<file path="config.mk">
export PLATFORM = sky130hd
export DESIGN_NAME = ibcr_bias_regs
export DESIGN_NICKNAME = d
export VERILOG_FILES = /design/src/shared/ibcr_pkg.sv /design/src/verilog/ibcr_axis_corr.sv /design/src/verilog/ibcr_bias_regs.sv
export SDC_FILE = /design/constraint.sdc
export NUM_CORES = 1
export LEC_CHECK = 0
export ABC_AREA = 1
export BUFFER_PORTS_ARGS = -buffer_cell sky130_fd_sc_hd__buf_4
export CAP_MARGIN = 10
export CORE_MARGIN = 4
export CORE_UTILIZATION = 55
export CTS_BUF_LIST = sky130_fd_sc_hd__clkbuf_4 sky130_fd_sc_hd__clkbuf_8 sky130_fd_sc_hd__clkbuf_16
export DETAILED_ROUTE_END_ITERATION = 6
export GPL_ROUTABILITY_DRIVEN = 0
export PLACE_DENSITY_LB_ADDON = 0.25
export SYNTH_ARGS = -nofsm -noshare
export SYNTH_HDL_FRONTEND = slang
export SYNTH_HIERARCHICAL = 1
export SYNTH_SLANG_ARGS = --single-unit
</file>
<file path="constraint.sdc">
create_clock -name sys_clk_i -period 8.7 [get_ports sys_clk_i]
set_clock_uncertainty 0.15 [all_clocks]
set_input_delay 0.87 -clock sys_clk_i [delete_from_list [all_inputs] [get_ports sys_clk_i]]
set_output_delay 0.87 -clock sys_clk_i [all_outputs]
set_load 0.03 [all_outputs]
</file>
<file path="src/shared/ibcr_pkg.sv">
package ibcr_pkg;

  // ==========================================================
  // Widths and counts
  localparam int unsigned IBCR_WORD_W = 16;
  localparam int unsigned IBCR_OFS_W = 32;
  localparam int unsigned IBCR_NUM_WORDS = 7;
  localparam int unsigned IBCR_NUM_AXES = 4;
  localparam int unsigned IBCR_ADDR_W = 12;
  localparam int unsigned IBCR_DATA_W = 32;
  localparam int unsigned IBCR_STRB_W = 4;
  localparam int unsigned IBCR_IDX_W = 8;

  // ==========================================================
  // Register indices, byte address is four times the index
  localparam logic [7:0] IBCR_IDX_GYRO_Z_BIAS_LOW = 8'h48;
  localparam logic [7:0] IBCR_IDX_GYRO_Z_BIAS_HIGH = 8'h4a;
  localparam logic [7:0] IBCR_IDX_ACCEL_X_BIAS_LOW = 8'h4c;
  localparam logic [7:0] IBCR_IDX_ACCEL_X_BIAS_HIGH = 8'h4e;
  localparam logic [7:0] IBCR_IDX_ACCEL_Y_BIAS_LOW = 8'h50;
  localparam logic [7:0] IBCR_IDX_ACCEL_Y_BIAS_HIGH = 8'h52;
  localparam logic [7:0] IBCR_IDX_ACCEL_Z_BIAS_LOW = 8'h54;
  localparam logic [7:0] IBCR_IDX_PAIR_STATUS = 8'h58;
  localparam logic [7:0] IBCR_IDX_FIRST = IBCR_IDX_GYRO_Z_BIAS_LOW;
  localparam logic [7:0] IBCR_IDX_LAST = IBCR_IDX_ACCEL_Z_BIAS_LOW;
  localparam int unsigned IBCR_IDX_LSB = 2;

  // ==========================================================
  // Axis slots, one per corrected axis
  localparam int unsigned IBCR_AXIS_GYRO_Z = 0;
  localparam int unsigned IBCR_AXIS_ACCEL_X = 1;
  localparam int unsigned IBCR_AXIS_ACCEL_Y = 2;
  localparam int unsigned IBCR_AXIS_ACCEL_Z = 3;

  // ==========================================================
  // Reset values and timing counts
  localparam logic [15:0] IBCR_BIAS_RST = 16'h0000;
  localparam logic [31:0] IBCR_OFS_RST = 32'h0000_0000;
  localparam int unsigned IBCR_STALE_UPDATES = 4;

endpackage

</file>
<file path="src/verilog/ibcr_axis_corr.sv">
`timescale 1ns/1ns
`default_nettype none

module ibcr_axis_corr #(
  parameter int unsigned STALE_UPDATES = ibcr_pkg::IBCR_STALE_UPDATES
) (
  // Clock and reset
  input wire logic sys_clk_i,
  input wire logic rst_n_i,
  // Bias words and their write strobes
  input wire logic [ibcr_pkg::IBCR_WORD_W-1:0] low_word_i,
  input wire logic [ibcr_pkg::IBCR_WORD_W-1:0] high_word_i,
  input wire logic low_we_i,
  input wire logic high_we_i,
  // Sensor sample path
  input wire logic update_i,
  input wire logic [ibcr_pkg::IBCR_OFS_W-1:0] raw_i,
  output logic [ibcr_pkg::IBCR_OFS_W-1:0] corr_o,
  output logic [ibcr_pkg::IBCR_OFS_W-1:0] offset_o,
  output logic pending_o
);
  import ibcr_pkg::*;

  logic lo_seen_q, lo_seen_d;
  logic hi_seen_q, hi_seen_d;
  logic [7:0] stale_q, stale_d;
  logic [IBCR_OFS_W-1:0] offset_q, offset_d;
  logic [IBCR_OFS_W-1:0] corr_q, corr_d;
  logic half;
  logic apply;
  logic [IBCR_OFS_W-1:0] eff;

  // ==========================================================
  // Offset commit at sample update
  always_comb begin
    half = lo_seen_q ^ hi_seen_q;
    apply = update_i && (!half || (stale_q >= 8'(STALE_UPDATES - 1)));
    eff = apply ? {high_word_i, low_word_i} : offset_q;
    offset_d = eff;
    lo_seen_d = apply ? low_we_i : (lo_seen_q | low_we_i);
    hi_seen_d = apply ? high_we_i : (hi_seen_q | high_we_i);
    stale_d = stale_q;
    if (apply) begin
      stale_d = 8'h00;
    end else if (update_i && half) begin
      stale_d = stale_q + 8'h01;
    end
    corr_d = corr_q;
    if (update_i) begin
      corr_d = raw_i + eff;
    end
  end

  always_ff @(posedge sys_clk_i or negedge rst_n_i) begin
    if (!rst_n_i) begin
      lo_seen_q <= 1'b0;
      hi_seen_q <= 1'b0;
      stale_q <= 8'h00;
      offset_q <= IBCR_OFS_RST;
      corr_q <= IBCR_OFS_RST;
    end else begin
      lo_seen_q <= lo_seen_d;
      hi_seen_q <= hi_seen_d;
      stale_q <= stale_d;
      offset_q <= offset_d;
      corr_q <= corr_d;
    end
  end

  assign corr_o = corr_q;
  assign offset_o = offset_q;
  assign pending_o = lo_seen_q | hi_seen_q;

endmodule // ibcr_axis_corr

`default_nettype wire

</file>
<file path="src/verilog/ibcr_bias_regs.sv">
// Added by the designer: register access over APB.
`timescale 1ns/1ns
`default_nettype none

module ibcr_bias_regs #(
  parameter int unsigned STALE_UPDATES = ibcr_pkg::IBCR_STALE_UPDATES
) (
  // Clock and reset
  input wire logic sys_clk_i,
  input wire logic rst_n_i,
  // APB slave
  input wire logic psel_i,
  input wire logic penable_i,
  input wire logic pwrite_i,
  input wire logic [ibcr_pkg::IBCR_ADDR_W-1:0] paddr_i,
  input wire logic [ibcr_pkg::IBCR_DATA_W-1:0] pwdata_i,
  input wire logic [ibcr_pkg::IBCR_STRB_W-1:0] pstrb_i,
  output logic [ibcr_pkg::IBCR_DATA_W-1:0] prdata_o,
  output logic pready_o,
  output logic pslverr_o,
  // Flash backup and restore
  input wire logic flash_load_i,
  input wire logic [ibcr_pkg::IBCR_NUM_WORDS*ibcr_pkg::IBCR_WORD_W-1:0] flash_load_data_i,
  output logic [ibcr_pkg::IBCR_NUM_WORDS*ibcr_pkg::IBCR_WORD_W-1:0] flash_image_o,
  // Z accel upper word kept elsewhere
  input wire logic [ibcr_pkg::IBCR_WORD_W-1:0] accel_z_bias_high_word_i,
  input wire logic accel_z_bias_high_we_i,
  // Sensor samples
  input wire logic sample_update_i,
  input wire logic [ibcr_pkg::IBCR_OFS_W-1:0] gyro_z_raw_i,
  input wire logic [ibcr_pkg::IBCR_OFS_W-1:0] accel_x_raw_i,
  input wire logic [ibcr_pkg::IBCR_OFS_W-1:0] accel_y_raw_i,
  input wire logic [ibcr_pkg::IBCR_OFS_W-1:0] accel_z_raw_i,
  // Corrected samples
  output logic [ibcr_pkg::IBCR_OFS_W-1:0] gyro_z_corr_o,
  output logic [ibcr_pkg::IBCR_OFS_W-1:0] accel_x_corr_o,
  output logic [ibcr_pkg::IBCR_OFS_W-1:0] accel_y_corr_o,
  output logic [ibcr_pkg::IBCR_OFS_W-1:0] accel_z_corr_o,
  output logic corr_valid_o
);
  import ibcr_pkg::*;

  // ==========================================================
  // Address decode
  function automatic logic [3:0] ibcr_decode(input logic [IBCR_ADDR_W-1:0] addr);
    logic [IBCR_IDX_W-1:0] idx;
    logic [IBCR_IDX_W-1:0] rel;
    idx = addr[IBCR_IDX_LSB +: IBCR_IDX_W];
    rel = idx - IBCR_IDX_FIRST;
    ibcr_decode = 4'h0;
    if ((addr[IBCR_IDX_LSB-1:0] == 2'h0) && (addr[IBCR_ADDR_W-1:IBCR_ADDR_W-2] == 2'h0)) begin
      if ((idx >= IBCR_IDX_FIRST) && (idx <= IBCR_IDX_LAST) && !idx[0]) begin
        ibcr_decode = {1'b1, rel[3:1]};
      end
    end
  endfunction

  function automatic logic ibcr_is_status(input logic [IBCR_ADDR_W-1:0] addr);
    ibcr_is_status = (addr == {2'h0, IBCR_IDX_PAIR_STATUS, 2'h0});
  endfunction

  logic [3:0] dec;
  logic hit_word;
  logic hit_stat;

  always_comb begin
    dec = ibcr_decode(paddr_i);
    hit_word = dec[3];
    hit_stat = ibcr_is_status(paddr_i);
  end

  // ==========================================================
  // APB response
  logic pready_q, pready_d;
  logic pslverr_q, pslverr_d;
  logic [IBCR_DATA_W-1:0] prdata_q, prdata_d;
  logic [IBCR_WORD_W-1:0] bias_q [IBCR_NUM_WORDS];
  logic [IBCR_WORD_W-1:0] bias_d [IBCR_NUM_WORDS];
  logic [IBCR_NUM_WORDS-1:0] word_we;
  logic [IBCR_NUM_AXES-1:0] pending;
  logic wr_commit;

  always_comb begin
    pready_d = psel_i && penable_i && !pready_q;
    pslverr_d = 1'b0;
    prdata_d = '0;
    if (pready_d) begin
      pslverr_d = !(hit_word || hit_stat);
      if (!pwrite_i && hit_word) begin
        prdata_d = {16'h0000, bias_q[dec[2:0]]};
      end else if (!pwrite_i && hit_stat) begin
        prdata_d = {28'h0000000, pending};
      end
    end
  end

  always_ff @(posedge sys_clk_i or negedge rst_n_i) begin
    if (!rst_n_i) begin
      pready_q <= 1'b0;
      pslverr_q <= 1'b0;
      prdata_q <= '0;
    end else begin
      pready_q <= pready_d;
      pslverr_q <= pslverr_d;
      prdata_q <= prdata_d;
    end
  end

  assign pready_o = pready_q;
  assign pslverr_o = pslverr_q;
  assign prdata_o = prdata_q;

  // ==========================================================
  // Bias word storage
  always_comb begin
    wr_commit = psel_i && penable_i && pready_q && pwrite_i && hit_word;
    for (int i = 0; i < IBCR_NUM_WORDS; i++) begin
      bias_d[i] = bias_q[i];
      word_we[i] = 1'b0;
      if (flash_load_i) begin
        bias_d[i] = flash_load_data_i[i*IBCR_WORD_W +: IBCR_WORD_W];
        word_we[i] = 1'b1;
      end
      if (wr_commit && (dec[2:0] == 3'(i)) && (pstrb_i[1:0] != 2'h0)) begin
        word_we[i] = 1'b1;
        if (pstrb_i[0]) begin
          bias_d[i][7:0] = pwdata_i[7:0];
        end
        if (pstrb_i[1]) begin
          bias_d[i][15:8] = pwdata_i[15:8];
        end
      end
    end
  end

  always_ff @(posedge sys_clk_i or negedge rst_n_i) begin
    if (!rst_n_i) begin
      for (int i = 0; i < IBCR_NUM_WORDS; i++) begin
        bias_q[i] <= IBCR_BIAS_RST;
      end
    end else begin
      for (int i = 0; i < IBCR_NUM_WORDS; i++) begin
        bias_q[i] <= bias_d[i];
      end
    end
  end

  // ==========================================================
  // Flash image, one word per slot
  logic [IBCR_NUM_WORDS*IBCR_WORD_W-1:0] image_q, image_d;

  always_comb begin
    for (int i = 0; i < IBCR_NUM_WORDS; i++) begin
      image_d[i*IBCR_WORD_W +: IBCR_WORD_W] = bias_d[i];
    end
  end

  always_ff @(posedge sys_clk_i or negedge rst_n_i) begin
    if (!rst_n_i) begin
      image_q <= '0;
    end else begin
      image_q <= image_d;
    end
  end

  assign flash_image_o = image_q;

  // ==========================================================
  // Per axis offset application
  logic [IBCR_WORD_W-1:0] ax_lo [IBCR_NUM_AXES];
  logic [IBCR_WORD_W-1:0] ax_hi [IBCR_NUM_AXES];
  logic [IBCR_NUM_AXES-1:0] ax_lo_we;
  logic [IBCR_NUM_AXES-1:0] ax_hi_we;
  logic [IBCR_OFS_W-1:0] ax_raw [IBCR_NUM_AXES];
  logic [IBCR_OFS_W-1:0] ax_corr [IBCR_NUM_AXES];
  logic [IBCR_OFS_W-1:0] ax_ofs [IBCR_NUM_AXES];

  always_comb begin
    for (int k = 0; k < IBCR_NUM_AXES - 1; k++) begin
      ax_lo[k] = bias_q[2*k];
      ax_hi[k] = bias_q[2*k+1];
      ax_lo_we[k] = word_we[2*k];
      ax_hi_we[k] = word_we[2*k+1];
    end
    ax_lo[IBCR_AXIS_ACCEL_Z] = bias_q[IBCR_NUM_WORDS-1];
    ax_hi[IBCR_AXIS_ACCEL_Z] = accel_z_bias_high_word_i;
    ax_lo_we[IBCR_AXIS_ACCEL_Z] = word_we[IBCR_NUM_WORDS-1];
    ax_hi_we[IBCR_AXIS_ACCEL_Z] = accel_z_bias_high_we_i;
    ax_raw[IBCR_AXIS_GYRO_Z] = gyro_z_raw_i;
    ax_raw[IBCR_AXIS_ACCEL_X] = accel_x_raw_i;
    ax_raw[IBCR_AXIS_ACCEL_Y] = accel_y_raw_i;
    ax_raw[IBCR_AXIS_ACCEL_Z] = accel_z_raw_i;
  end

  for (genvar k = 0; k < IBCR_NUM_AXES; k++) begin : g_axis
    ibcr_axis_corr #(
      .STALE_UPDATES(STALE_UPDATES)
    ) u_corr (
      .sys_clk_i(sys_clk_i),
      .rst_n_i(rst_n_i),
      .low_word_i(ax_lo[k]),
      .high_word_i(ax_hi[k]),
      .low_we_i(ax_lo_we[k]),
      .high_we_i(ax_hi_we[k]),
      .update_i(sample_update_i),
      .raw_i(ax_raw[k]),
      .corr_o(ax_corr[k]),
      .offset_o(ax_ofs[k]),
      .pending_o(pending[k])
    );
  end

  logic valid_q, valid_d;

  always_comb begin
    valid_d = sample_update_i;
  end

  always_ff @(posedge sys_clk_i or negedge rst_n_i) begin
    if (!rst_n_i) begin
      valid_q <= 1'b0;
    end else begin
      valid_q <= valid_d;
    end
  end

  assign corr_valid_o = valid_q;
  assign gyro_z_corr_o = ax_corr[IBCR_AXIS_GYRO_Z];
  assign accel_x_corr_o = ax_corr[IBCR_AXIS_ACCEL_X];
  assign accel_y_corr_o = ax_corr[IBCR_AXIS_ACCEL_Y];
  assign accel_z_corr_o = ax_corr[IBCR_AXIS_ACCEL_Z];
endmodule // ibcr_bias_regs

`default_nettype wire
</file>
Word level (Yosys, flattened, before mapping)
Cells that the tools add are included.
{ "word_totals": {"register_bits": 555, "output_inout_bits": 275, "elab_cells": 190, "in_bits": 312} }
{ "op_classes": {"mux": 65, "n_bitwise": 17, "order_cmp": 7, "n_eq_ne": 7, "n_addsub": 9, "reduce_logical": 53} }
{ "op_table": {"columns": ["operator", "count"], "rows": [
  ["2-to-1 mux 16 bit", 18],
  ["2-to-1 mux 8 bit", 22],
  ["adder 32 bit", 4],
  ["2-to-1 mux 32 bit", 4],
  ["binary-select mux 16 bit (select 3 bit)", 1],
  ["adder 8 x 1 -> 8 bit, second input constant", 4],
  ["greater-or-equal comparator 8 x 2 -> 1 bit, second input constant", 4],
  ["logical AND 1 bit", 32],
  ["2-to-1 mux 1 bit", 17],
  ["== test 12 x 9 -> 1 bit, second input constant", 1],
  ["2-to-1 mux 4 bit", 3],
  ["OR 1 bit", 12],
  ["nonzero test 2 bit", 5],
  ["== test 3 bit, second input constant", 3],
  ["greater-or-equal comparator 8 x 7 -> 1 bit, second input constant", 1],
  ["less-or-equal comparator 8 x 7 -> 1 bit, second input constant", 1],
  ["logical NOT 1 bit", 8],
  ["== test 3 x 2 -> 1 bit, second input constant", 2],
  ["logical OR 1 bit", 5],
  ["greater-or-equal comparator 4 bit, second input constant", 1],
  ["logical NOT 2 bit", 2],
  ["inverter 3 -> 4 bit", 1],
  ["subtractor 4 bit, second input constant", 1],
  ["XOR 1 bit", 4],
  ["2 further kinds", 2]
]} }

Longest topological paths before layout
Gate-level depths: netlist of the first run.
{ "depth": {"depth_word": 11, "mapped_depth": 24, "mapped_depth_nobuf": 23} }

By module
Netlist of the first run, hierarchy kept.
{ "by_module_without_submodules": {"columns": ["module", "cells_each", "instances", "seq_area_each_um2", "area_per_inst_um2"], "rows": [
  ["ibcr_axis_corr at g_axis[0].u_corr ...", 790, 2, 1851.8, 5122.4],
  ["ibcr_bias_regs", 1129, 1, 3278.1, 7621.1],
  ["ibcr_axis_corr at g_axis[3].u_corr", 789, 1, 1851.8, 5172.5],
  ["ibcr_axis_corr at g_axis[2].u_corr", 788, 1, 1851.8, 5143.7]
]} }

Worst setup path before layout of the first run
No wires, ideal clock.
{ "synth_path": {"path_type": "input-to-reg", "start": "in sample_update_i", "end": "reg g_axis[3].u_corr.corr_q[28]", "path_stages": 18, "required_ns": 8.433, "setup_ns": 0.117, "path_slack_ns": 5.769, "path_buffers": 1, "t_arrival_ns": 2.664, "path_cell_list": "nand2_2 -> inv_2 -> buf_2 -> nand2_1 -> nand2_1 -> ha_1 -> inv_1 -> fa_1 -> inv_1 -> nand3_1 -> nand3_1 -> nand3_1 -> nand3_1 -> nand2_1 -> nand2_1 -> nand2_1 -> nand3_1 -> nand2_1"} }
{ "synth_via": {"elab_chain_len": 3} }
{ "synth_rtl": {"columns": ["element", "line", "source"], "rows": [
  ["from (decl)", "ibcr_bias_regs.sv:29", "input wire logic sample_update_i,"],
  ["logical AND 1 bit", "ibcr_axis_corr.sv:37", "apply = update_i && (!half || (stale_q >= 8'(STALE_UPDATES - 1)));"],
  ["2-to-1 mux 32 bit", "ibcr_axis_corr.sv:38", "eff = apply ? {high_word_i, low_word_i} : offset_q;"],
  ["net g_axis[3].u_corr.eff[0]", "ibcr_axis_corr.sv:31", "logic [IBCR_OFS_W-1:0] eff;"],
  ["adder 32 bit", "ibcr_axis_corr.sv:50", "corr_d = raw_i + eff;"],
  ["to (signal assigned)", "ibcr_axis_corr.sv:66", "corr_q <= corr_d;"],
  ["to (decl)", "ibcr_axis_corr.sv:28", "logic [IBCR_OFS_W-1:0] corr_q, corr_d;"]
]} }
The timed path passes the listed nets, and every way through them passes these cells.
A chain may end at the register's enable or synchronous reset.

Worst setup path in the final report of the first run
{ "layout_path": {"start": "in sample_update_i", "end": "reg g_axis[2].u_corr.corr_q[16]"} }
{ "layout_via": {"elab_chain_len": 3} }
{ "layout_rtl": {"columns": ["element", "line"], "rows": [
  ["logical AND 1 bit", "ibcr_axis_corr.sv:37"],
  ["2-to-1 mux 32 bit", "ibcr_axis_corr.sv:38"],
  ["net g_axis[2].u_corr.eff[0]", "ibcr_axis_corr.sv:31"],
  ["adder 32 bit", "ibcr_axis_corr.sv:50"],
  ["to (signal assigned)", "ibcr_axis_corr.sv:66"],
  ["to (decl)", "ibcr_axis_corr.sv:28"]
]} }
The timed path passes the listed nets, and every way through them passes these cells.

==> flow_summary.toml, run 1 <==
[timing]
max_freq_mhz = 213
min_period_over_period_pct = 54.0
slew_violations = 0
setup_viol = 0
period_needed_ns = 4.70
hold_ws_ns = 0.203
tightest_slew_ns = 1.16
rsz0062_at_grt = "false"
max-slew-margin-rel_pct = 22.7
setup_tns_ns = 0
hold_viol_final = 0

[logic_synthesis]
ys_ff_latch = 427
ys_types = 39
avgSynthCellArea_um2 = 6.58
ys_seq_area_share_pct = 37.9
ys_warn_count = 6
synth_top_cell_by_area = "dfrtp_1"
synth_top_cell_area_share_pct = 37.9
syn_area_um2 = 28200
synth_cells = 4286
yosys-top-cells-area = "dfrtp_1 38%, nand2_1 24%, inv_1 8.2%"

[critical_path]
path_buf_inv = 6
critPathTopFamily = "buffers and inverters"
slowest_delay_ns = 0.66
critPathArrivalTime_ns = 5.02
cp_slowest_cell = "inv_2"
critPathMostFrequentCell = "nand2_1"
crit_required_ns = 9.01
crit_path_end_kind = "register"
path_class = "in2reg"
r2r_setup_slack_ns = 4.46
cp_max_fo = 44
worst_setup_path_start_kind = "input pin"
path_cells = "buf_4 > buf_4 > nand2_2 > inv_2 > nand2_1 > nand2_1 > ha_1 > inv_1 > fa_1 > inv_1 > nand3_1 > nand3_1 > nand2_1 > nand2_1 > inv_1 > nor2_1 > o21ai_0 > nand3_1 > nand2_1"

[placed_design]
dpl.hpwl_mm = 77.9
io_buffers = 552
placed_area_um2 = 32700

[clocking]
cts_root_buf = "clkbuf_16"
cts_tree = "yes"
clockBufferDepth = 3
numCtsBuffers = 48
insertion_delay_ns = 0.59
clock-sinks = 427
clk_pin_slew_ns = 0.06
post_cts_buffers = 0
ctsResizeCount = 0
cts-hold-fix-buffers = 0
htreeDepth = 2

[route]
drc = 0
drt_iter0_markers = 2923
ant_nets = 0
wire_per_inst_um = 18.2
first_pass_iters = 6
viasPerCell = 5.32
dr_total_vias = 29300
wl_mm = 100

[power_and_ir_drop]
p_leak_uw = 0.0201
peakVddDrop_mv = 0.264
power_density_nw_per_um2 = 286

[global_routing]
met1_usage_pct = 47.8
antenna_found_initial = 14
grt_max_degree = 148
grt_pass1_vias = 27100
grtUsageMet2_pct = 55.0
grt_pass1_wl_mm = 150
grt-busiest-layer = "met2"
grt_usage_pct = 35.5
grt_overflow_total = 0
grtUsageMet3_pct = 7.46

[floorplanning]
die_x_um = 234
core_area_um2 = 50400
start_util_pct = 55.9
die-area_um2 = 54900
ios = 587
std_cell_rows = 82
die_h_um = 234

[finish]
drive_gt1_share_pct = 15.8
final_common_cell = "nand2_1"
design_area_um2 = 34500
final_cell_mix = "1824 x nand2_1, 614 x inv_1, 560 x buf_4"
nets = 5233
synthToLayoutAreaGrowth_pct = 22.5

[run_status]
status = "finished clean"

[job]
cap_viol_max_count = 0

[worst_hold_path]
hold_class = "in2async"
==> routing by layer <==
metal / vias to the layer above / routed length [um] / part of all wire, %
li1: 14100 / - / -
met1: 13400 / 40600 / 40
met2: 1428 / 44000 / 44
met3: 273 / 10300 / 10
met4: 10 / 5460 / 5.4
met5: - / 69 / 0.069
==> flip-flops by register name, summed over array words and instances, names as in the netlist <==
| name | flops |
|---|---|
| ax_lo | 1 |
| corr_valid_o | 1 |
| flash_image_o | 111 |
| g_axis.u_corr/corr_o | 128 |
| g_axis.u_corr/hi_seen_q | 4 |
| g_axis.u_corr/lo_seen_q | 4 |
| g_axis.u_corr/offset_o | 128 |
| g_axis.u_corr/stale_q | 32 |
| prdata_o | 16 |
| pready_o | 1 |
| pslverr_o | 1 |
==> stage by stage <==
step           instances  util, %  power (uW)  setup slack (ns)
2_1_floorplan       4301        -        6000              5.77
3_3_place_gp        5407     65.0        7430              3.51
3_5_place_dp        5407     65.0        7520              3.46
4_1_cts             5494     68.5        9820              4.06
5_1_grt             5498     68.5       10500              3.66
6_report            5504     68.5        9860              4.00
==> report_power, final <==
group          total, uW  internal (uW)  leakage, uW  switching [uW]
registers           2860           2530      0.00529             326
clock network       2270           1410     0.000881             861
logic               4730           1620       0.0139            3110
==> kinds of logic (layout without fill, tap and decap cells) <==
group                    Yosys count  count (layout)  synth area share, %
adder cells (fa/ha/maj)          136             136                 6.14
flip-flops                       427             427                 37.9
AND/OR/NAND/NOR                 2482            2482                 35.9
other                              1              26               0.0133
AO/OA/AOI/OAI                    422             422                 7.85
XOR/XNOR                          48              48                 1.49
buffers and inverters            770            1291                 10.7
==> area by class of cell <==
class	instances	area [um2]
fillers	4483	15900
multi-input cells	3104	14500
flip-flops and latches	427	10700
repair buffers	564	4270
inverters	640	2400
clock buffers	69	1440
well taps	672	841
clock inverters	18	322
diodes	10	25.0
==> cell usage after synthesis, drive strengths merged <==
cell / instances
nand3: 242
o21bai: 20
conb: 1
fa: 4
nand2: 1876
ha: 132
a21oi: 90
clkinv: 2
a21o: 8
inv: 638
o21ai: 302
xnor2: 48
buf: 68
o211ai: 1
a31oi: 1
and3: 4
or2: 4
nor3: 17
dfrtp: 427
and2: 4
nor4: 1
nand3b: 28
clkbuf: 62
nand4: 23
nor2: 283
==> path summary, 6_finish.rpt <==
check	cells after the start	start	end
setup / recovery	19	sample_update_i	g_axis[2].u_corr/corr_o[16]$_DFFE_PN0P_
hold / removal	1	rst_n_i	g_axis[0].u_corr/corr_o[20]$_DFFE_PN0P_
setup reg to reg	22	g_axis[3].u_corr/lo_seen_q$_DFF_PN0_	g_axis[3].u_corr/corr_o[20]$_DFFE_PN0P_
hold reg to reg	2	g_axis[0].u_corr/corr_o[0]$_DFFE_PN0P_	g_axis[0].u_corr/corr_o[0]$_DFFE_PN0P_
max in group asynchronous	2	rst_n_i	g_axis[3].u_corr/offset_o[22]$_DFF_PN0_
min in group sys_clk_i	2	g_axis[0].u_corr/corr_o[0]$_DFFE_PN0P_	g_axis[0].u_corr/corr_o[0]$_DFFE_PN0P_
Power figures use the tool's default switching activity.
==> inputs of run 2 (changes only) <==
--- a/config.mk
+++ b/config.mk
@@ -5,7 +5,7 @@
 export SDC_FILE = /design/constraint.sdc
 export NUM_CORES = 1
 export LEC_CHECK = 0
-export ABC_AREA = 1
+export ABC_AREA = 0
 export BUFFER_PORTS_ARGS = -buffer_cell sky130_fd_sc_hd__buf_4
 export CAP_MARGIN = 10
 export CORE_MARGIN = 4
==> constraint.sdc (replaced) <==
create_clock -name sys_clk_i -period 4.8 [get_ports sys_clk_i]
set_clock_uncertainty 0.15 [all_clocks]
set_input_delay 0.48 -clock sys_clk_i [delete_from_list [all_inputs] [get_ports sys_clk_i]]
set_output_delay 0.48 -clock sys_clk_i [all_outputs]
set_load 0.03 [all_outputs]
==> run 2 against run 1 <==
  * The flow now finishes with violations (design-rule violations)
  * Utilization is 1.1 points higher
  * Total power is 79% higher
  * Count of clock-buffer cells in the layout is 1 higher
  * Design area is 5.9% lower
  * Sequential share of layout area is 1.9 points higher
  * Worst hold slack worse by 0.16 ns
  * Register-to-register slack worse by 4.1 ns
  * Critical path depth is 4 lower
==> flow_summary.toml, run 2 <==
[logic_synthesis]
synth_cells = 2798
ys_ff_latch = 427
ys_seq_area_share_pct = 41.1
yosys-top-cells-area = "dfrtp_1 41%, mux2_2 8.0%, nand2_1 7.9%"
synth_edf_count = 0
ys_warn_count = 6
ys_types = 109
synthXorXnorAreaFrac_pct = 2.76
synth-main-ff-cell = "dfrtp_1"
syn_area_um2 = 26000
synth_compound_area_share_pct = 17.7
synth_top_cell_by_area = "dfrtp_1"
synthMostInstantiatedCell = "nand2_1"
synth_mux_area_share_pct = 10.3
synthArstFlopShare_pct = 100
avgSynthCellArea_um2 = 9.30
synthSimpleGateAreaFrac_pct = 17.5
synth_top_cell_area_share_pct = 41.1
synthTopCellsByCount = "546 x nand2_1, 427 x dfrtp_1, 184 x mux2_2"
synth_top_family_by_area = "compound AO/OA/AOI/OAI gates"
synthAdderAreaFrac_pct = 6.66

[global_routing]
grt_pass1_vias = 24200
grt_overflow_total = 0
grt_pass1_wl_mm = 141
antenna_found_initial = 12
grt_max_degree = 130
grt_usage_pct = 36.2

[route]
viasPerCell = 6.22
drc = 4
drt_iter0_markers = 2674
first_pass_iters = 7
wire_per_inst_um = 24.0
ant_nets = 0
wl_mm = 95.4
dr_total_vias = 24700

[timing]
worst_slack_ns = 0.321
max_freq_mhz = 223
tightest_slew_ns = 1.29
max-slew-margin-rel_pct = 11.7
setup_tns_ns = 0
min_period_over_period_pct = 93.3
slew_violations = 0
rsz0062_at_grt = "false"
setup_viol = 0
hold_viol_final = 0
period_needed_ns = 4.48

[floorplanning]
std_cell_rows = 79
core_area_um2 = 46700
ios = 587
die-area_um2 = 50900
die_h_um = 226
start_util_pct = 55.8
die_x_um = 226

[clocking]
clock-sinks = 427
cts_root_buf = "clkbuf_16"
insertion_delay_ns = 0.59
cts_tree = "yes"
clockBufferDepth = 3
htreeDepth = 2
clk_pin_slew_ns = 0.06
numCtsBuffers = 49

[finish]
synthToLayoutAreaGrowth_pct = 24.9
regArea_um2 = 10700
drive_gt1_share_pct = 27.6
final_util_pct = 69.7
final_cell_mix = "573 x buf_4, 545 x nand2_1, 427 x dfrtp_1"
nets = 3771
fillCellCount = 3576
final_common_cell = "buf_4"
multiInputGateArea_um2 = 14400
design_area_um2 = 32500

[power_and_ir_drop]
peakVddDrop_mv = 0.506
p_total_uw = 17700
power_density_nw_per_um2 = 545
p_leak_uw = 0.0157

[placed_design]
placed_area_um2 = 30600
io_buffers = 552
dpl.hpwl_mm = 72.8
place_ws_ns = 0.126

[critical_path]
ff2ff_path_depth = 15
critPathMostFrequentCell = "nand2_1"
r2r-start = "g_axis[0].u_corr/stale_q[0]$_DFFE_PN0P_"
path_buf_inv = 1
critPathArrivalTime_ns = 4.80
critPathTopFamily = "compound AO/OA/AOI/OAI gates"
cp_slowest_cell = "a2111o_1"
slowest_delay_ns = 0.50
cp.depth = 15
path_class = "reg2reg"
crit_required_ns = 5.12
worst_setup_path_start_kind = "register"
crit_path_end_kind = "register"
r2r_setup_slack_ns = 0.32
path_cells = "ha_1 > nor4b_2 > nand2_1 > nand2_1 > buf_4 > nand2_1 > nand2_1 > ha_1 > a21o_1 > a2111o_1 > a2111oi_4 > o21ai_2 > a21oi_4 > o21ai_1 > a221o_1"
crit_start = "g_axis[0].u_corr/stale_q[0]$_DFFE_PN0P_"
r2r_end = "g_axis[0].u_corr/corr_o[31]$_DFFE_PN0P_"
cp_max_fo = 29
cp-endpoint = "g_axis[0].u_corr/corr_o[31]$_DFFE_PN0P_"

[worst_hold_path]
hold_class = "in2reg"

[run_status]
violations = "design-rule violations"
status = "complete, but fails checks"

[job]
cap_viol_max_count = 0
run 2: cell count changes in the layout (fill, tap and decap cells not counted), sizes merged, moves of 42 or more:
cell and change:
mux2i +57, inv -539, nor2 -102, a21o +67, mux2 +187, nand3 -190, nand2 -1330, o211ai +42
o21ai -172, a21oi +76
run 2: kinds of logic after synthesis:
group                      count (synthesis)
AOI/OAI and AO/OA                        662
DFF                                      427
muxes                                    244
and+or+nand+nor                         1006
adders and majority gates                136
other                                      1
buffers and inverters                    240
xor gates and xnor gates                  82
run 2: cell type report:
class	instances	share of cell area, %
Multi-Input combinational cell	2146	44.3
Tap cell	607	2.34
Clock inverter	12	0.512
Clock buffer	70	4.49
Timing Repair Buffer	600	14.2
Sequential cell	427	32.9
Antenna cell	11	0.0847
Inverter	99	1.14
run 2: power by group:
part / internal [uW] / leakage [uW] / total [uW] / switching (uW)
registers: 4650 / 0.00519 / 5340 / 688
logic: 3400 / 0.00971 / 8540 / 5140
clock network: 2310 / 0.000822 / 3820 / 1510
run 2: stage by stage:
step | hold slack, ns | std cells
final | 0.0401 | 3972
after global routing | 0.0313 | 3967
after CTS | 0.00236 | 3961
after detailed placement | 0.314 | 3860
after global placement | 0.308 | 3860
after floorplan | 0.0344 | 2813
run 2: what timing repair did:
item,in CTS,in global routing
buffers inserted,0,0
hold buffers,19,0
hold endpoints to repair,83,0
endpoints found under the setup margin,0,23
resized for setup,0,7
run 2: worst min-delay path by stage:
stage / from / endpoint / slack, ns / depth (start not counted)
floorplan: rst_n_i / ax_lo[15]$_DFF_PN0_ / 0.03 / 0
global placement: g_axis[3].u_corr/offset_o[19]$_DFF_PN0_ / g_axis[3].u_corr/offset_o[19]$_DFF_PN0_ / 0.31 / 2
detailed placement: g_axis[2].u_corr/offset_o[14]$_DFF_PN0_ / g_axis[2].u_corr/offset_o[14]$_DFF_PN0_ / 0.31 / 2
CTS: accel_z_bias_high_word_i[5] / g_axis[3].u_corr/offset_o[21]$_DFF_PN0_ / 0.002 / 3
global route: accel_z_bias_high_word_i[5] / g_axis[3].u_corr/offset_o[21]$_DFF_PN0_ / 0.03 / 3
finish: flash_load_data_i[48] / flash_image_o[48]$_DFF_PN0_ / 0.04 / 3
run 2: worst min-delay path, delay by kind of cell:
kind | cells | cell delay, ns
multiplexers | 1 | 0.05
AO/OA/AOI/OAI | 1 | 0.13
buffers and inverters | 1 | 0.08
run 2: routing by layer:
layer | GRT usage, % | share of wire, % | vias to the layer above
met4 | 18.0 | 5.8 | 2
met1 | 46.2 | 38 | 11900
li1 | - | - | 11000
met3 | 8.99 | 9.8 | 326
met5 | 0 | 0.0084 | -
met2 | 57.9 | 46 | 1470
